**config.mk**
```make
export PLATFORM = sky130hd
export DESIGN_NAME = adc_host_port
export DESIGN_NICKNAME = d
export VERILOG_FILES = /design/src/core/adc_port_pkg.sv /design/src/core/adc_host_port.sv /design/src/core/pin_sync.sv /design/src/core/result_path.sv
export SDC_FILE = /design/constraint.sdc
export NUM_CORES = 1
export LEC_CHECK = 0
export BUFFER_PORTS_ARGS = -buffer_cell sky130_fd_sc_hd__buf_4
export CAP_MARGIN = 25
export CORE_AREA = 2 2 103 105
export CTS_BUF_LIST = sky130_fd_sc_hd__clkbuf_4 sky130_fd_sc_hd__clkbuf_8
export DETAILED_ROUTE_END_ITERATION = 6
export DIE_AREA = 0 0 105 107
export PLACE_DENSITY = 0.9
export SYNTH_ARGS = -nofsm -noshare
export SYNTH_HDL_FRONTEND = slang
export SYNTH_SLANG_ARGS = --single-unit
```
**constraint.sdc**
```tcl
create_clock -name clk -period 8.1 [get_ports clk]
set_clock_uncertainty 0.05 [all_clocks]
set_input_delay 1.62 -clock clk [delete_from_list [all_inputs] [get_ports clk]]
set_output_delay 1.62 -clock clk [all_outputs]
set_load 0.01 [all_outputs]
```
**src/core/adc_port_pkg.sv**
```systemverilog
package adc_port_pkg;

  localparam int WORD_W = 12;
  localparam int CTRL0_W = 10;
  localparam int SYNC_STAGES = 3;

  // Selector field at the top of every control word
  localparam int SEL_HI = 11;
  localparam int SEL_LO = 10;
  localparam logic [1:0] SEL_CTRL0 = 2'h0;
  localparam logic [1:0] SEL_CTRL1 = 2'h1;

  // Second control word field positions
  localparam int BIT_DEV_RESET = 0;
  localparam int BIT_SYNC_RESET = 1;
  localparam int BIT_STROBE_MODE = 6;
  localparam int BIT_FORMAT = 7;
  localparam int BIT_OFFSET_CAL = 8;
  localparam int BIT_READBACK = 9;

  // Values after reset, selector included
  localparam logic [WORD_W-1:0] CTRL0_RESET = 12'h020;
  localparam logic [WORD_W-1:0] CTRL1_RESET = 12'h430;

  // Pin levels while idle
  localparam logic [3:0] PIN_IDLE = 4'hb;

  typedef enum logic [1:0] {RB_FIRST, RB_SECOND, RB_HOLD} readback_phase_e;
  typedef enum logic {CAL_IDLE, CAL_WAIT} cal_state_e;

  function automatic logic is_sel(input logic [WORD_W-1:0] word, input logic [1:0] sel);
    is_sel = (word[SEL_HI:SEL_LO] == sel);
  endfunction

endpackage

```
**src/core/adc_host_port.sv**
```systemverilog
`timescale 1ns/1ps
module adc_host_port #(
  parameter int WIDTH = adc_port_pkg::WORD_W
) (
  input wire logic clk, // System clock, 100 MHz
  input wire logic sys_rst, // Async reset, high
  input wire logic chip_select_low_n, // First chip select pin, low active
  input wire logic chip_select_high, // Second chip select pin, high active
  input wire logic rd_n, // Read pin, low active
  input wire logic wr_n, // Write pin, or read/write line
  input wire logic [WIDTH-1:0] data_in, // Data bus, pin level
  output logic [WIDTH-1:0] data_out, // Data bus, driven word
  output logic data_oe, // Data bus drive enable
  input wire logic conv_valid, // Pulse, raw conversion done
  input wire logic [WIDTH-1:0] conv_data, // Raw conversion, two's complement
  output logic [adc_port_pkg::CTRL0_W-1:0] ctrl0_fields, // First control word fields
  output logic device_in_reset, // Soft reset held
  output logic sync_gen_reset, // Pulse, sync generator reset
  output logic offset_zero_inputs, // Inputs zeroed for calibration
  output logic format_binary, // Output format in use
  output logic result_taken // Pulse, result read by host
);
  import adc_port_pkg::*;

  typedef struct packed {
    logic [WIDTH-1:0] ctrl0;
    logic [WIDTH-1:0] ctrl1;
    logic in_reset;
    logic sync_pulse;
    logic cal_pulse;
    logic soft_pulse;
    logic wr_strobe;
    logic rd_strobe;
    logic [WIDTH-1:0] wr_word;
    logic [WIDTH-1:0] data_out;
    readback_phase_e rb_phase;
    logic taken;
  } port_s;

  port_s st;
  port_s next_st;

  logic [3:0] pins_s;
  logic [WIDTH-1:0] data_s;
  logic cs_low_n_s;
  logic cs_high_s;
  logic rd_n_s;
  logic wr_n_s;
  logic cs_act;
  logic rd_act;
  logic wr_act;
  logic [WIDTH-1:0] result_word;

  if (WIDTH != WORD_W)
  begin : g_bad_width
    $error("adc_host_port serves only the documented word width");
  end

  // Selector must sit in the two top bits
  if (SEL_HI != WIDTH - 1 || SEL_LO != WIDTH - 2)
  begin : g_bad_selector
    $error("adc_host_port selector must use the two top bits");
  end

  // First word fields fill all bits below the selector
  if (CTRL0_W != SEL_LO)
  begin : g_bad_ctrl0_width
    $error("adc_host_port first word field width must match the selector");
  end

  // Pin filter is built for three stages
  if (SYNC_STAGES != 3)
  begin : g_bad_stages
    $error("adc_host_port pin filter serves only three stages");
  end

  // Reset words must carry their own selectors
  if (CTRL0_RESET[SEL_HI:SEL_LO] != SEL_CTRL0)
  begin : g_bad_ctrl0_reset
    $error("adc_host_port first word reset value has a wrong selector");
  end

  if (CTRL1_RESET[SEL_HI:SEL_LO] != SEL_CTRL1)
  begin : g_bad_ctrl1_reset
    $error("adc_host_port second word reset value has a wrong selector");
  end

  // Reset word must not request any action
  if (CTRL1_RESET[BIT_DEV_RESET] || CTRL1_RESET[BIT_SYNC_RESET] || CTRL1_RESET[BIT_OFFSET_CAL])
  begin : g_bad_reset_action
    $error("adc_host_port second word reset value holds an action bit");
  end

  // Action bits must lie below the selector
  if (BIT_DEV_RESET >= SEL_LO || BIT_SYNC_RESET >= SEL_LO || BIT_OFFSET_CAL >= SEL_LO)
  begin : g_bad_action_bits
    $error("adc_host_port action bit overlaps the selector");
  end

  if (BIT_STROBE_MODE >= SEL_LO || BIT_FORMAT >= SEL_LO || BIT_READBACK >= SEL_LO)
  begin : g_bad_mode_bits
    $error("adc_host_port mode bit overlaps the selector");
  end

  // After reset the host must reach results with separate strobes
  if (CTRL1_RESET[BIT_STROBE_MODE] != 1'b0 || CTRL1_RESET[BIT_READBACK] != 1'b0)
  begin : g_bad_reset_mode
    $error("adc_host_port second word reset value selects a wrong mode");
  end

  pin_sync #(
    .WIDTH(4),
    .INIT(PIN_IDLE)
  ) u_ctrl_sync (
    .clk(clk),
    .sys_rst(sys_rst),
    .din({chip_select_low_n, chip_select_high, rd_n, wr_n}),
    .dout(pins_s)
  );

  // Same latency as the strobes keeps data aligned
  pin_sync #(
    .WIDTH(WIDTH),
    .INIT('0)
  ) u_data_sync (
    .clk(clk),
    .sys_rst(sys_rst),
    .din(data_in),
    .dout(data_s)
  );

  result_path #(
    .WIDTH(WIDTH)
  ) u_result (
    .clk(clk),
    .sys_rst(sys_rst),
    .soft_reset(st.soft_pulse),
    .cal_start(st.cal_pulse),
    .format_binary(st.ctrl1[BIT_FORMAT]),
    .conv_valid(conv_valid),
    .conv_data(conv_data),
    .zero_inputs(offset_zero_inputs),
    .result(result_word),
    .result_valid()
  );

  assign cs_low_n_s = pins_s[3];
  assign cs_high_s = pins_s[2];
  assign rd_n_s = pins_s[1];
  assign wr_n_s = pins_s[0];

  always_comb
  begin
    cs_act = !cs_low_n_s && cs_high_s;
    if (st.ctrl1[BIT_STROBE_MODE])
    begin
      // Read pin ignored, write pin gives direction
      rd_act = cs_act && wr_n_s;
      wr_act = cs_act && !wr_n_s;
    end
    else
    begin
      rd_act = cs_act && !rd_n_s && wr_n_s;
      wr_act = cs_act && !wr_n_s && rd_n_s;
    end
  end

  always_comb
  begin
    next_st = st;
    next_st.sync_pulse = 1'b0;
    next_st.cal_pulse = 1'b0;
    next_st.soft_pulse = 1'b0;
    next_st.taken = 1'b0;
    // Strobe follows the first inactive input
    next_st.wr_strobe = wr_act;
    next_st.rd_strobe = rd_act;
    if (wr_act)
    begin
      next_st.wr_word = data_s;
    end
    // Commit word as the write strobe ends
    if (st.wr_strobe && !wr_act)
    begin
      if (is_sel(st.wr_word, SEL_CTRL1))
      begin
        if (st.wr_word[BIT_DEV_RESET])
        begin
          next_st.ctrl0 = CTRL0_RESET;
          next_st.ctrl1 = CTRL1_RESET;
          next_st.in_reset = 1'b1;
          next_st.soft_pulse = 1'b1;
          next_st.rb_phase = RB_FIRST;
        end
        else
        begin
          // A zero in the reset bit releases
          next_st.in_reset = 1'b0;
          next_st.ctrl1 = st.wr_word;
          next_st.sync_pulse = st.wr_word[BIT_SYNC_RESET];
          next_st.cal_pulse = st.wr_word[BIT_OFFSET_CAL];
          next_st.rb_phase = RB_FIRST;
        end
      end
      else if (is_sel(st.wr_word, SEL_CTRL0) && !st.in_reset)
      begin
        next_st.ctrl0 = st.wr_word;
      end
    end
    // Output word loaded as read strobe starts
    if (rd_act && !st.rd_strobe)
    begin
      if (st.ctrl1[BIT_READBACK])
      begin
        // First read word zero, then word one
        case (st.rb_phase)
          RB_FIRST:
          begin
            next_st.data_out = st.ctrl0;
            next_st.rb_phase = RB_SECOND;
          end
          RB_SECOND:
          begin
            next_st.data_out = st.ctrl1;
            next_st.rb_phase = RB_HOLD;
          end
          RB_HOLD:
          begin
            next_st.data_out = st.ctrl1;
          end
          default:
          begin
            next_st.rb_phase = RB_FIRST;
          end
        endcase
      end
      else
      begin
        next_st.data_out = result_word;
        next_st.taken = 1'b1;
      end
    end
  end

  always_ff @(posedge clk or posedge sys_rst)
  begin
    if (sys_rst)
    begin
      st <= '{
        ctrl0: CTRL0_RESET,
        ctrl1: CTRL1_RESET,
        in_reset: 1'b0,
        sync_pulse: 1'b0,
        cal_pulse: 1'b0,
        soft_pulse: 1'b0,
        wr_strobe: 1'b0,
        rd_strobe: 1'b0,
        wr_word: '0,
        data_out: '0,
        rb_phase: RB_FIRST,
        taken: 1'b0
      };
    end
    else
    begin
      st <= next_st;
    end
  end

  // Drivers enabled only during read strobe
  assign data_oe = st.rd_strobe;
  assign data_out = st.data_out;
  assign ctrl0_fields = st.ctrl0[CTRL0_W-1:0];
  assign device_in_reset = st.in_reset;
  assign sync_gen_reset = st.sync_pulse;
  assign format_binary = st.ctrl1[BIT_FORMAT];
  assign result_taken = st.taken;

endmodule

```
**src/core/pin_sync.sv**
```systemverilog
`timescale 1ns/1ps
module pin_sync #(
  parameter int WIDTH = 1,
  parameter logic [WIDTH-1:0] INIT = '0
) (
  input wire logic clk, // System clock
  input wire logic sys_rst, // Async reset, high
  input wire logic [WIDTH-1:0] din, // Pin levels
  output logic [WIDTH-1:0] dout // Filtered levels
);
  import adc_port_pkg::*;

  typedef struct packed {
    logic [WIDTH-1:0] s1;
    logic [WIDTH-1:0] s2;
    logic [WIDTH-1:0] s3;
    logic [WIDTH-1:0] stable;
  } sync_s;

  sync_s st;
  sync_s next_st;

  if (WIDTH < 1)
  begin : g_bad_width
    $error("pin_sync width must be at least one");
  end

  always_comb
  begin
    next_st = st;
    next_st.s1 = din;
    next_st.s2 = st.s1;
    next_st.s3 = st.s2;
    // A change counts once stages two and three agree
    for (int i = 0; i < WIDTH; i++)
    begin
      if (st.s2[i] == st.s3[i])
      begin
        next_st.stable[i] = st.s3[i];
      end
    end
  end

  always_ff @(posedge clk or posedge sys_rst)
  begin
    if (sys_rst)
    begin
      st <= {INIT, INIT, INIT, INIT};
    end
    else
    begin
      st <= next_st;
    end
  end

  assign dout = st.stable;

endmodule

```
**src/core/result_path.sv**
```systemverilog
`timescale 1ns/1ps
module result_path #(
  parameter int WIDTH = adc_port_pkg::WORD_W
) (
  input wire logic clk, // System clock
  input wire logic sys_rst, // Async reset, high
  input wire logic soft_reset, // Clears stored offset
  input wire logic cal_start, // Pulse, start offset calibration
  input wire logic format_binary, // 1 straight binary, 0 two's complement
  input wire logic conv_valid, // Pulse, raw result present
  input wire logic [WIDTH-1:0] conv_data, // Raw result, two's complement
  output logic zero_inputs, // Inputs held at zero for calibration
  output logic [WIDTH-1:0] result, // Corrected, formatted result
  output logic result_valid // Pulse, new result stored
);
  import adc_port_pkg::*;

  typedef struct packed {
    cal_state_e cal;
    logic [WIDTH-1:0] offset;
    logic [WIDTH-1:0] result;
    logic result_valid;
    logic zero_inputs;
  } path_s;

  path_s st;
  path_s next_st;
  logic signed [WIDTH:0] diff;
  logic [WIDTH-1:0] corrected;

  if (WIDTH < 2)
  begin : g_bad_width
    $error("result_path width must be at least two");
  end

  always_comb
  begin
    next_st = st;
    next_st.result_valid = 1'b0;
    diff = $signed({conv_data[WIDTH-1], conv_data}) - $signed({st.offset[WIDTH-1], st.offset});
    // Saturate instead of wrapping
    if (diff[WIDTH] != diff[WIDTH-1])
    begin
      corrected = {diff[WIDTH], {(WIDTH-1){~diff[WIDTH]}}};
    end
    else
    begin
      corrected = diff[WIDTH-1:0];
    end
    case (st.cal)
      CAL_IDLE:
      begin
        if (cal_start)
        begin
          next_st.cal = CAL_WAIT;
        end
        else if (conv_valid)
        begin
          next_st.result = corrected;
          if (format_binary)
          begin
            next_st.result[WIDTH-1] = ~corrected[WIDTH-1];
          end
          next_st.result_valid = 1'b1;
        end
      end
      CAL_WAIT:
      begin
        if (conv_valid)
        begin
          next_st.offset = conv_data;
          next_st.cal = CAL_IDLE;
        end
      end
      default:
      begin
        next_st.cal = CAL_IDLE;
      end
    endcase
    if (soft_reset)
    begin
      next_st.cal = CAL_IDLE;
      next_st.offset = '0;
    end
    // Registered so the pin comes straight from a flop
    next_st.zero_inputs = (next_st.cal == CAL_WAIT);
  end

  always_ff @(posedge clk or posedge sys_rst)
  begin
    if (sys_rst)
    begin
      st <= '{cal: CAL_IDLE, offset: '0, result: '0, result_valid: 1'b0, zero_inputs: 1'b0};
    end
    else
    begin
      st <= next_st;
    end
  end

  assign zero_inputs = st.zero_inputs;
  assign result = st.result;
  assign result_valid = st.result_valid;

endmodule

```
### Yosys cells after proc, flatten, opt, wreduce, memory -nomap -nowiden

Index checks and enable logic that the tools add are counted.

| operators by class | value |
|---|---|
| $add $sub $neg | 1 |
| bitwise operators | 4 |
| equal/unequal tests | 22 |
| muxes and demuxes | 25 |
| reductions and logical operators | 26 |

Operators with widths:

| kind | count |
|---|---|
| $mux W12 | 6 |
| $mux W13 | 3 |
| $pmux W12 S2 | 1 |
| $eq A1 B1 Y1 | 16 |
| $sub A12 B12 Y13 | 1 |
| $logic_and A1 B1 Y1 | 9 |
| $mux W3 | 3 |
| $mux W2 | 4 |
| $logic_not A1 Y1 | 6 |
| $mux W1 | 6 |
| $pmux W2 S3 | 1 |
| $reduce_and A2 Y1 | 3 |
| $reduce_and A3 Y1 | 2 |
| $reduce_bool A2 Y1 | 3 |
| $eq A2 B1 Y1 const B | 2 |
| $logic_not A2 Y1 | 2 |
| $not A1 Y1 | 4 |
| $ne A3 B2 Y1 const B | 1 |
| $eq A2 B2 Y1 const B | 1 |
| $ne A2 B2 Y1 const B | 1 |
| $pmux W1 S2 | 1 |
| $reduce_or A2 Y1 | 1 |
| $ne A1 B1 Y1 | 1 |

| storage, ports and cells | value |
|---|---|
| output and inout bits | 28 |
| bits in registers | 146 |
| input bits | 31 |

### Longest topological paths before layout

Gate-level depths: netlist of the first run.

| logic depth | value |
|---|---|
| depth in word-level cells | 11 |
| mapped depth | 11 |
| mapped depth without buffers | 10 |

### Cells and area by module

From an unflattened synthesis of the first run, not the netlist that was laid out.

| unflattened totals | value |
|---|---|
| cell total of the unflattened synthesis | 554 |
| area, all modules | 6368.6 um2 |

Modules (own cells, without submodules):

| module | area each (um2) | instances | seq. area each (um2) | cells each |
|---|---|---|---|---|
| adc_host_port | 2642.5 | 1 | 1406.3 | 242 |
| result_path | 1801.7 | 1 | 650.6 | 214 |
| pin_sync (u_data_sync) | 1430.1 | 1 | 1201.2 | 73 |
| pin_sync (u_ctrl_sync) | 494.2 | 1 | 415.4 | 25 |

### Least setup slack after synthesis of the first run

OpenSTA, ideal clock, no wires.

| timing | value |
|---|---|
| path type | input to register |
| start | input port conv_data[0] |
| end | register u_result.st, in the netlist u_result.result[0] |
| library setup time | 135 ps |
| path slack | 4393 ps |
| path buffers | 1 |
| data arrival time | 3522 ps |
| stages on the path | 11 |
| path through | inv_1 > ha_1 > inv_1 > fa_1 > a211o_1 > a211o_1 > a41oi_1 > a21oi_1 > buf_2 > a22oi_1 > o31ai_1 |

| on the way | value |
|---|---|
| word-level cells in the longest chain between the ends | 3 |
| elaborated cells between the ends (all ways) | 4 |
| those cells by class | add/sub (1); eq/ne (1); mux (1); bitwise (1) |

RTL lines:

| item | RTL line | source |
|---|---|---|
| from (decl) | adc_host_port.sv:15 | `input wire logic [WIDTH-1:0] conv_data,` |
| $sub A12 B12 Y13 (*) | result_path.sv:40 | `diff = $signed({conv_data[WIDTH-1], conv_data}) - $signed({st.offset[WIDTH-1], st.offset});` |
| $ne A1 B1 Y1 or $not A1 Y1 (tied branches) | result_path.sv:42, result_path.sv:44 |  |
| $mux W12 (*) | result_path.sv:42 | `if (diff[WIDTH] != diff[WIDTH-1])` |
| to (signal assigned) | result_path.sv:93 | `st <= '{cal: CAL_IDLE, offset: '0, result: '0, result_valid: 1'b0, zero_inputs: 1'b0};` |
| to (signal assigned) | result_path.sv:97 | `st <= next_st;` |
| to (decl) | result_path.sv:26 | `path_s st;` |

Mark *: on every way between the ends. The rest lies on a longest branch, timed or not.
A chain may end at the register's enable or synchronous reset.

### Worst setup path after layout of the first run

| timing | value |
|---|---|
| start | input port conv_data[5] |
| end | register u_result.st, in the netlist u_result.result[10] |

Same word-level chain as after synthesis.

==> impl_metrics.yaml, run 1 <==
global_routing:
  antenna_found_initial: 0
  grt_max_degree: 87
  grt_util_all_layers: 0.2242
  grt_pass1_vias: 3970
  grt.overflow.total: 0
  grt_pass1_wl_mm: 19.55
worst_setup_path:
  cp_num_buf_inv: 1
  crit_chain: "buf_4 -> ha_1 -> a21o_1 -> o311ai_2 -> a21oi_1 -> o21ai_1 -> a22oi_1 -> o31ai_2"
  cp_data_required_time_ns: 8.38
  max_stage_delay_ns: 0.77
  crit_path_max_fanout: 14
  cp.arrival_ns: 3.97
  crit_path_start_kind: "input port"
  crit_family: "compound AO/OA/AOI/OAI gates"
  r2r_setup_slack_ns: 5.35
  slowest_stage: "o21ai_1"
  critPathKind: "in2reg"
  end_kind: "register"
finish:
  final_nets: 627
  design_area_um2: 6925
  layout-drive-gt1-share: 0.2310
  area_growth_pct: 12.32
  diodes: 0
  fin_util: 0.6862
  stdcell_count: 729
clock_network:
  clock_sinks: 145
  worstSkewPairLatency_ns: 0.43
  h-tree-depth: 4
  cts.clk_slew.worst_paths_ns: 0.08
  numCtsBuffers: 17
  holdBufCountCts: 0
  tritoncts: "done"
  ctsResizeCount: 0
  clock_path_buffers: 2
  cts_setup_buffers: 0
  cts_root_buf: "clkbuf_8"
power_and_ir_drop:
  cellLeakagePower_nw: 3.129
  power.density_nw_per_um2: 319.9
  peakVddDrop_uv: 152.2
  finalPower_mw: 2.215
timing:
  tightestPinTransition_ns: 0.9488
  grt_setup_unrepaired: "false"
  holdWs_ns: 0.3019
  setup_viol: 0
  setup_tns_ns: 0
  hold_viol: 0
  min_period_ns: 3.694
  finalCritPeriodShare: 0.4561
  fmax_mhz: 270.7
  setup_slack_ns: 4.406
  slew-limit-headroom: 0.3632
  slew_viol_final: 0
detailed_routing:
  vias: 4080
  avgRoutedWirePerCell_um: 16.02
  finalWirelength_mm: 11.68
  dr.pass1.iters: 5
  vias_per_cell: 5.597
  drcViolationCount: 0
  antenna_left: 0
  drt_iter0_drc: 288
status:
  outcome: "finished, final reports clean"
die:
  die_w_um: 105
  die_area_um2: 11240
  die_y_um: 107
  pin_count: 59
  start_util: 0.6110
  core_um2: 10090
  rows: 37
synth:
  ys.flop_type: "dfrtp_1"
  synth_common_cells: "dfrtp_1 (129), nand2_1 (74), a21oi_1 (39), nor2_1 (31), inv_1 (24)"
  avgSynthCellArea_um2: 11.31
  yosys.area.top_type: "dfrtp_1"
  synth_warnings: 0
  synth-seq-cells: 145
  synth_top_area_share: 0.5235
  synth_area_um2: 6166
  synth_cells: 545
  synth_edf_count: 0
  async_reset_ff_frac: 1.000
  syn_nets: 592
  yosysMostFrequentCell: "dfrtp_1"
  yosysSeqAreaShare: 0.5917
  ys_types: 53
  synthTopCellsByArea: "dfrtp_1 (52%), dfstp_2 (6.8%), nand2_1 (4.5%)"
place:
  dp_hpwl_mm: 8.111
  dp.cells: 695
  pre_cts_ws_ns: 4.016
  gp_congestion: 0.8526
  placed_cell_area_um2: 6523
  portBuffers: 58
hold_path:
  hp-class: "reg2reg"
run:
  maxCapViolations: 0
## where the power goes
part	internal [mW]	switching, mW	leakage [nW]
clock	0.234	0.292	0.186
combinational	0.300	0.351	1.18
sequential	0.900	0.138	1.76
total	1.43	0.781	3.13
## cells by family after synthesis
group           after synthesis  share of synthesized area
simple gates                151                     0.1126
flops                       145                     0.5917
compound gates              109                     0.1136
buf+inv                      71                    0.05946
fa+ha+maj                    32                    0.05966
mux                          31                    0.05438
xor+xnor                      6                   0.008524
## sequential cells by signal, indices dropped and copies added (netlist names), 8 cells and up
| name | flops |
|---|---|
| u_data_sync.next_st | 24 |
| u_data_sync.dout | 12 |
| data_out | 12 |
| st | 29 |
| u_result.result | 12 |
| u_data_sync.st | 12 |
| ctrl0_fields | 10 |
| u_ctrl_sync.next_st | 8 |
| u_result.st | 13 |
## cells in the final DEF (no fill, tap or decap), types with 4 or more instances in the layout
| cell type | netlist | layout |
|---|---|---|
| a31oi_1 | 6 | 6 |
| maj3_1 | 16 | 16 |
| mux2i_1 | 11 | 11 |
| nand3_1 | 9 | 9 |
| or3_1 | 4 | 4 |
| o31ai_1 | 11 | 11 |
| o21ai_0 | 18 | 18 |
| a21oi_1 | 39 | 39 |
| a22oi_1 | 5 | 5 |
| nand2b_1 | 7 | 7 |
| mux2_2 | 20 | 20 |
| and2_1 | 7 | 7 |
| nor2_1 | 31 | 31 |
| nand2_1 | 74 | 74 |
| inv_6 | 0 | 8 |
| dfrtp_1 | 129 | 129 |
| a21o_1 | 7 | 7 |
| dfstp_2 | 16 | 16 |
| buf_4 | 22 | 62 |
| clkbuf_8 | 0 | 18 |
| ha_1 | 15 | 15 |
| inv_1 | 24 | 23 |
| o21a_1 | 5 | 5 |
## routing by layer
metal | GRT usage | part of all wire
met1 | 0.3008 | 0.44
met2 | 0.3544 | 0.49
met3 | 0.05167 | 0.046
met4 | 0.09619 | 0.021
met5 | 0 | 0
## final timing paths
path / from / end / cells after the start
max in group asynchronous: sys_rst / u_ctrl_sync.next_st[8]$_DFF_PP1_ / 4
min reg2reg: u_data_sync.next_st[25]$_DFF_PP0_ / u_data_sync.next_st[13]$_DFF_PP0_ / 0
max reg2reg: u_result.st[19]$_DFFE_PP0P_ / u_result.result[10]$_DFFE_PP0P_ / 8
max: conv_data[5] / u_result.result[10]$_DFFE_PP0P_ / 8
min: u_data_sync.next_st[25]$_DFF_PP0_ / u_data_sync.next_st[13]$_DFF_PP0_ / 0
min in group asynchronous: sys_rst / u_result.st[18]$_DFFE_PP0P_ / 2
## area by class of cell
| type | count | area, um2 |
|---|---|---|
| Timing Repair Buffer | 63 | 493.0 |
| Fill cell | 723 | 3167 |
| Clock buffer | 19 | 255.2 |
| Multi-Input combinational cell | 329 | 2151 |
| Clock inverter | 13 | 112.6 |
| Inverter | 24 | 95.09 |
| Tap cell | 136 | 170.2 |
| Sequential cell | 145 | 3649 |
Note: power is estimated with default switching activity, not from simulation.
==> inputs of run 2 (changes only) <==
CORE_AREA = 2 2 109 111   (was 2 2 103 105)
DIE_AREA = 0 0 111 113   (was 0 0 105 107)
PLACE_DENSITY = 0.85   (was 0.9)
clock period = 2.95 ns   (was 8.1 ns; I/O delays follow)
==> run 2 against run 1 <==
  * Clock-buffer cell count rose by 1
  * Worst hold slack got worse by 0.094 ns
  * Via count shrank 0.96%
  * Die area is 12% higher
  * Global-route usage down 2.7 points
  * First-iteration DRC count is 20% lower
  * Clock power rose to 3.1 times the previous value
  * Routed wire length fell by 0.45%
  * Sequential power grew to 2.7 times the previous value
==> impl_metrics.yaml, run 2 (synthesis gave the netlist of run 1 again) <==
power_and_ir_drop:
  peakVddDrop_uv: 575.4
  finalPower_mw: 6.288
  cellLeakagePower_nw: 3.178
  power.density_nw_per_um2: 895.5
global_routing:
  grt_max_degree: 74
  grt.overflow.total: 0
  antenna_found_initial: 0
  grt_pass1_wl_mm: 19.42
  grt_util_all_layers: 0.1969
  grt_pass1_vias: 3988
detailed_routing:
  drt_iter0_drc: 230
  antenna_left: 0
  dr.pass1.iters: 4
  vias_per_cell: 5.446
  vias: 4041
  drcViolationCount: 0
  finalWirelength_mm: 11.62
  avgRoutedWirePerCell_um: 15.67
die:
  die_y_um: 113
  core_um2: 11270
  start_util: 0.5470
  pin_count: 59
  rows: 39
  die_w_um: 111
  die_area_um2: 12540
finish:
  mostFrequentLayoutCells: "dfrtp_1 (129), nand2_1 (74), buf_4 (68)"
  layout-drive-gt1-share: 0.2387
  stdcell_count: 742
  fillers: 846
  area_growth_pct: 13.88
  largest_reg_flops: 29
  final_nets: 633
  final_common_cell: "dfrtp_1"
  top_register: "st"
  diodes: 0
timing:
  grt_setup_unrepaired: "false"
  slew_viol_final: 0
  min_period_ns: 2.578
  tightestPinTransition_ns: 0.8993
  hold_viol: 0
  slew-limit-headroom: 0.4005
  setup_tns_ns: 0
  holdWs_ns: 0.2084
  finalCritPeriodShare: 0.8739
  setup_viol: 0
  fmax_mhz: 387.9
clock_network:
  cts.clk_slew.worst_paths_ns: 0.08
  tritoncts: "done"
  ctsResizeCount: 0
  numCtsBuffers: 17
  cts_root_buf: "clkbuf_8"
  clock_sinks: 145
  h-tree-depth: 4
  holdBufCountCts: 0
  worstSkewPairLatency_ns: 0.44
  cts_setup_buffers: 0
  clock_path_buffers: 2
worst_setup_path:
  cp_data_required_time_ns: 3.18
  reg2reg_depth: 11
  cp_common_cell: "a211o_1"
  path_depth: 11
  slowest_stage: "fa_1"
  cp_num_buf_inv: 3
  critPathKind: "reg2reg"
  end_kind: "register"
  crit_path_max_fanout: 15
  crit_family: "compound AO/OA/AOI/OAI gates"
  crit_path_start_kind: "register"
  r2r_setup_slack_ns: 0.37
  max_stage_delay_ns: 0.37
  cp.arrival_ns: 2.81
  crit_chain: "ha_1 -> inv_1 -> fa_1 -> a211o_1 -> a211o_1 -> a41oi_1 -> a21oi_1 -> buf_12 -> buf_4 -> xor2_1 -> o21ai_1"
hold_path:
  hp-class: "in2reg"
  hold_path_depth: 1
run:
  maxCapViolations: 0
status:
  outcome: "finished, final reports clean"
place:
  dp_hpwl_mm: 8.268
  dp.cells: 710
  gp_congestion: 0.8704
  portBuffers: 58
==> run 2: cell types whose count changed in the layout (fill, tap and decap cells not counted), moves of 2 or more <==
| cell | previous run | this run |
|---|---|---|
| buf_4 | 62 | 68 |
| bufinv_16 | 0 | 3 |
| inv_8 | 2 | 0 |
| inv_6 | 8 | 2 |
| clkinv_4 | 1 | 3 |
| clkinv_2 | 1 | 3 |
==> run 2: area by class of cell <==
class	instances	area [um2]	area share
Multi-Input combinational cell	329	2151	0.3063
Sequential cell	145	3649	0.5196
Tap cell	143	178.9	0.02548
Timing Repair Buffer	69	530.5	0.07555
Clock buffer	20	262.8	0.03742
Inverter	24	93.84	0.01336
Clock inverter	12	156.4	0.02227
==> run 2: path summary, 6_finish.rpt <==
check / from / end
worst max-delay path: u_result.st[14]$_DFFE_PP0P_ / u_result.result[11]$_DFFE_PP0P_
worst min-delay path: data_in[4] / u_data_sync.next_st[28]$_DFF_PP0_
worst max register to register: u_result.st[14]$_DFFE_PP0P_ / u_result.result[11]$_DFFE_PP0P_
worst min register to register: u_data_sync.next_st[35]$_DFF_PP0_ / u_data_sync.next_st[23]$_DFF_PP0_
max in group asynchronous: sys_rst / u_result.result[1]$_DFFE_PP0P_
min in group asynchronous: sys_rst / st[26]$_DFFE_PP0P_
==> run 2: routing by layer <==
metal  vias up  global-route usage  wire length, um
li1       1930                   -                -
met1      1971              0.2587             5021
met2       115              0.3198             5681
met3        25             0.05356              649
met4         0             0.06917              272
met5         -                   0                0
==> run 2: report_power, final <==
group	leakage (nW)	switching, mW	internal [mW]
Clock	0.214	0.727	0.882
Combinational	1.20	0.970	0.859
Sequential	1.76	0.377	2.47
Total	3.18	2.07	4.21
==> run 2: metrics by stage <==
step	utilization	instance area, um2	setup WS (ns)
after floorplan	-	6170	0.2732
after global placement	0.5857	6603	0.01127
after detailed placement	0.5857	6603	-0.03428
after CTS	0.6229	7022	0.3578
after global routing	0.6229	7022	0.1216
final	0.6229	7022	0.3718
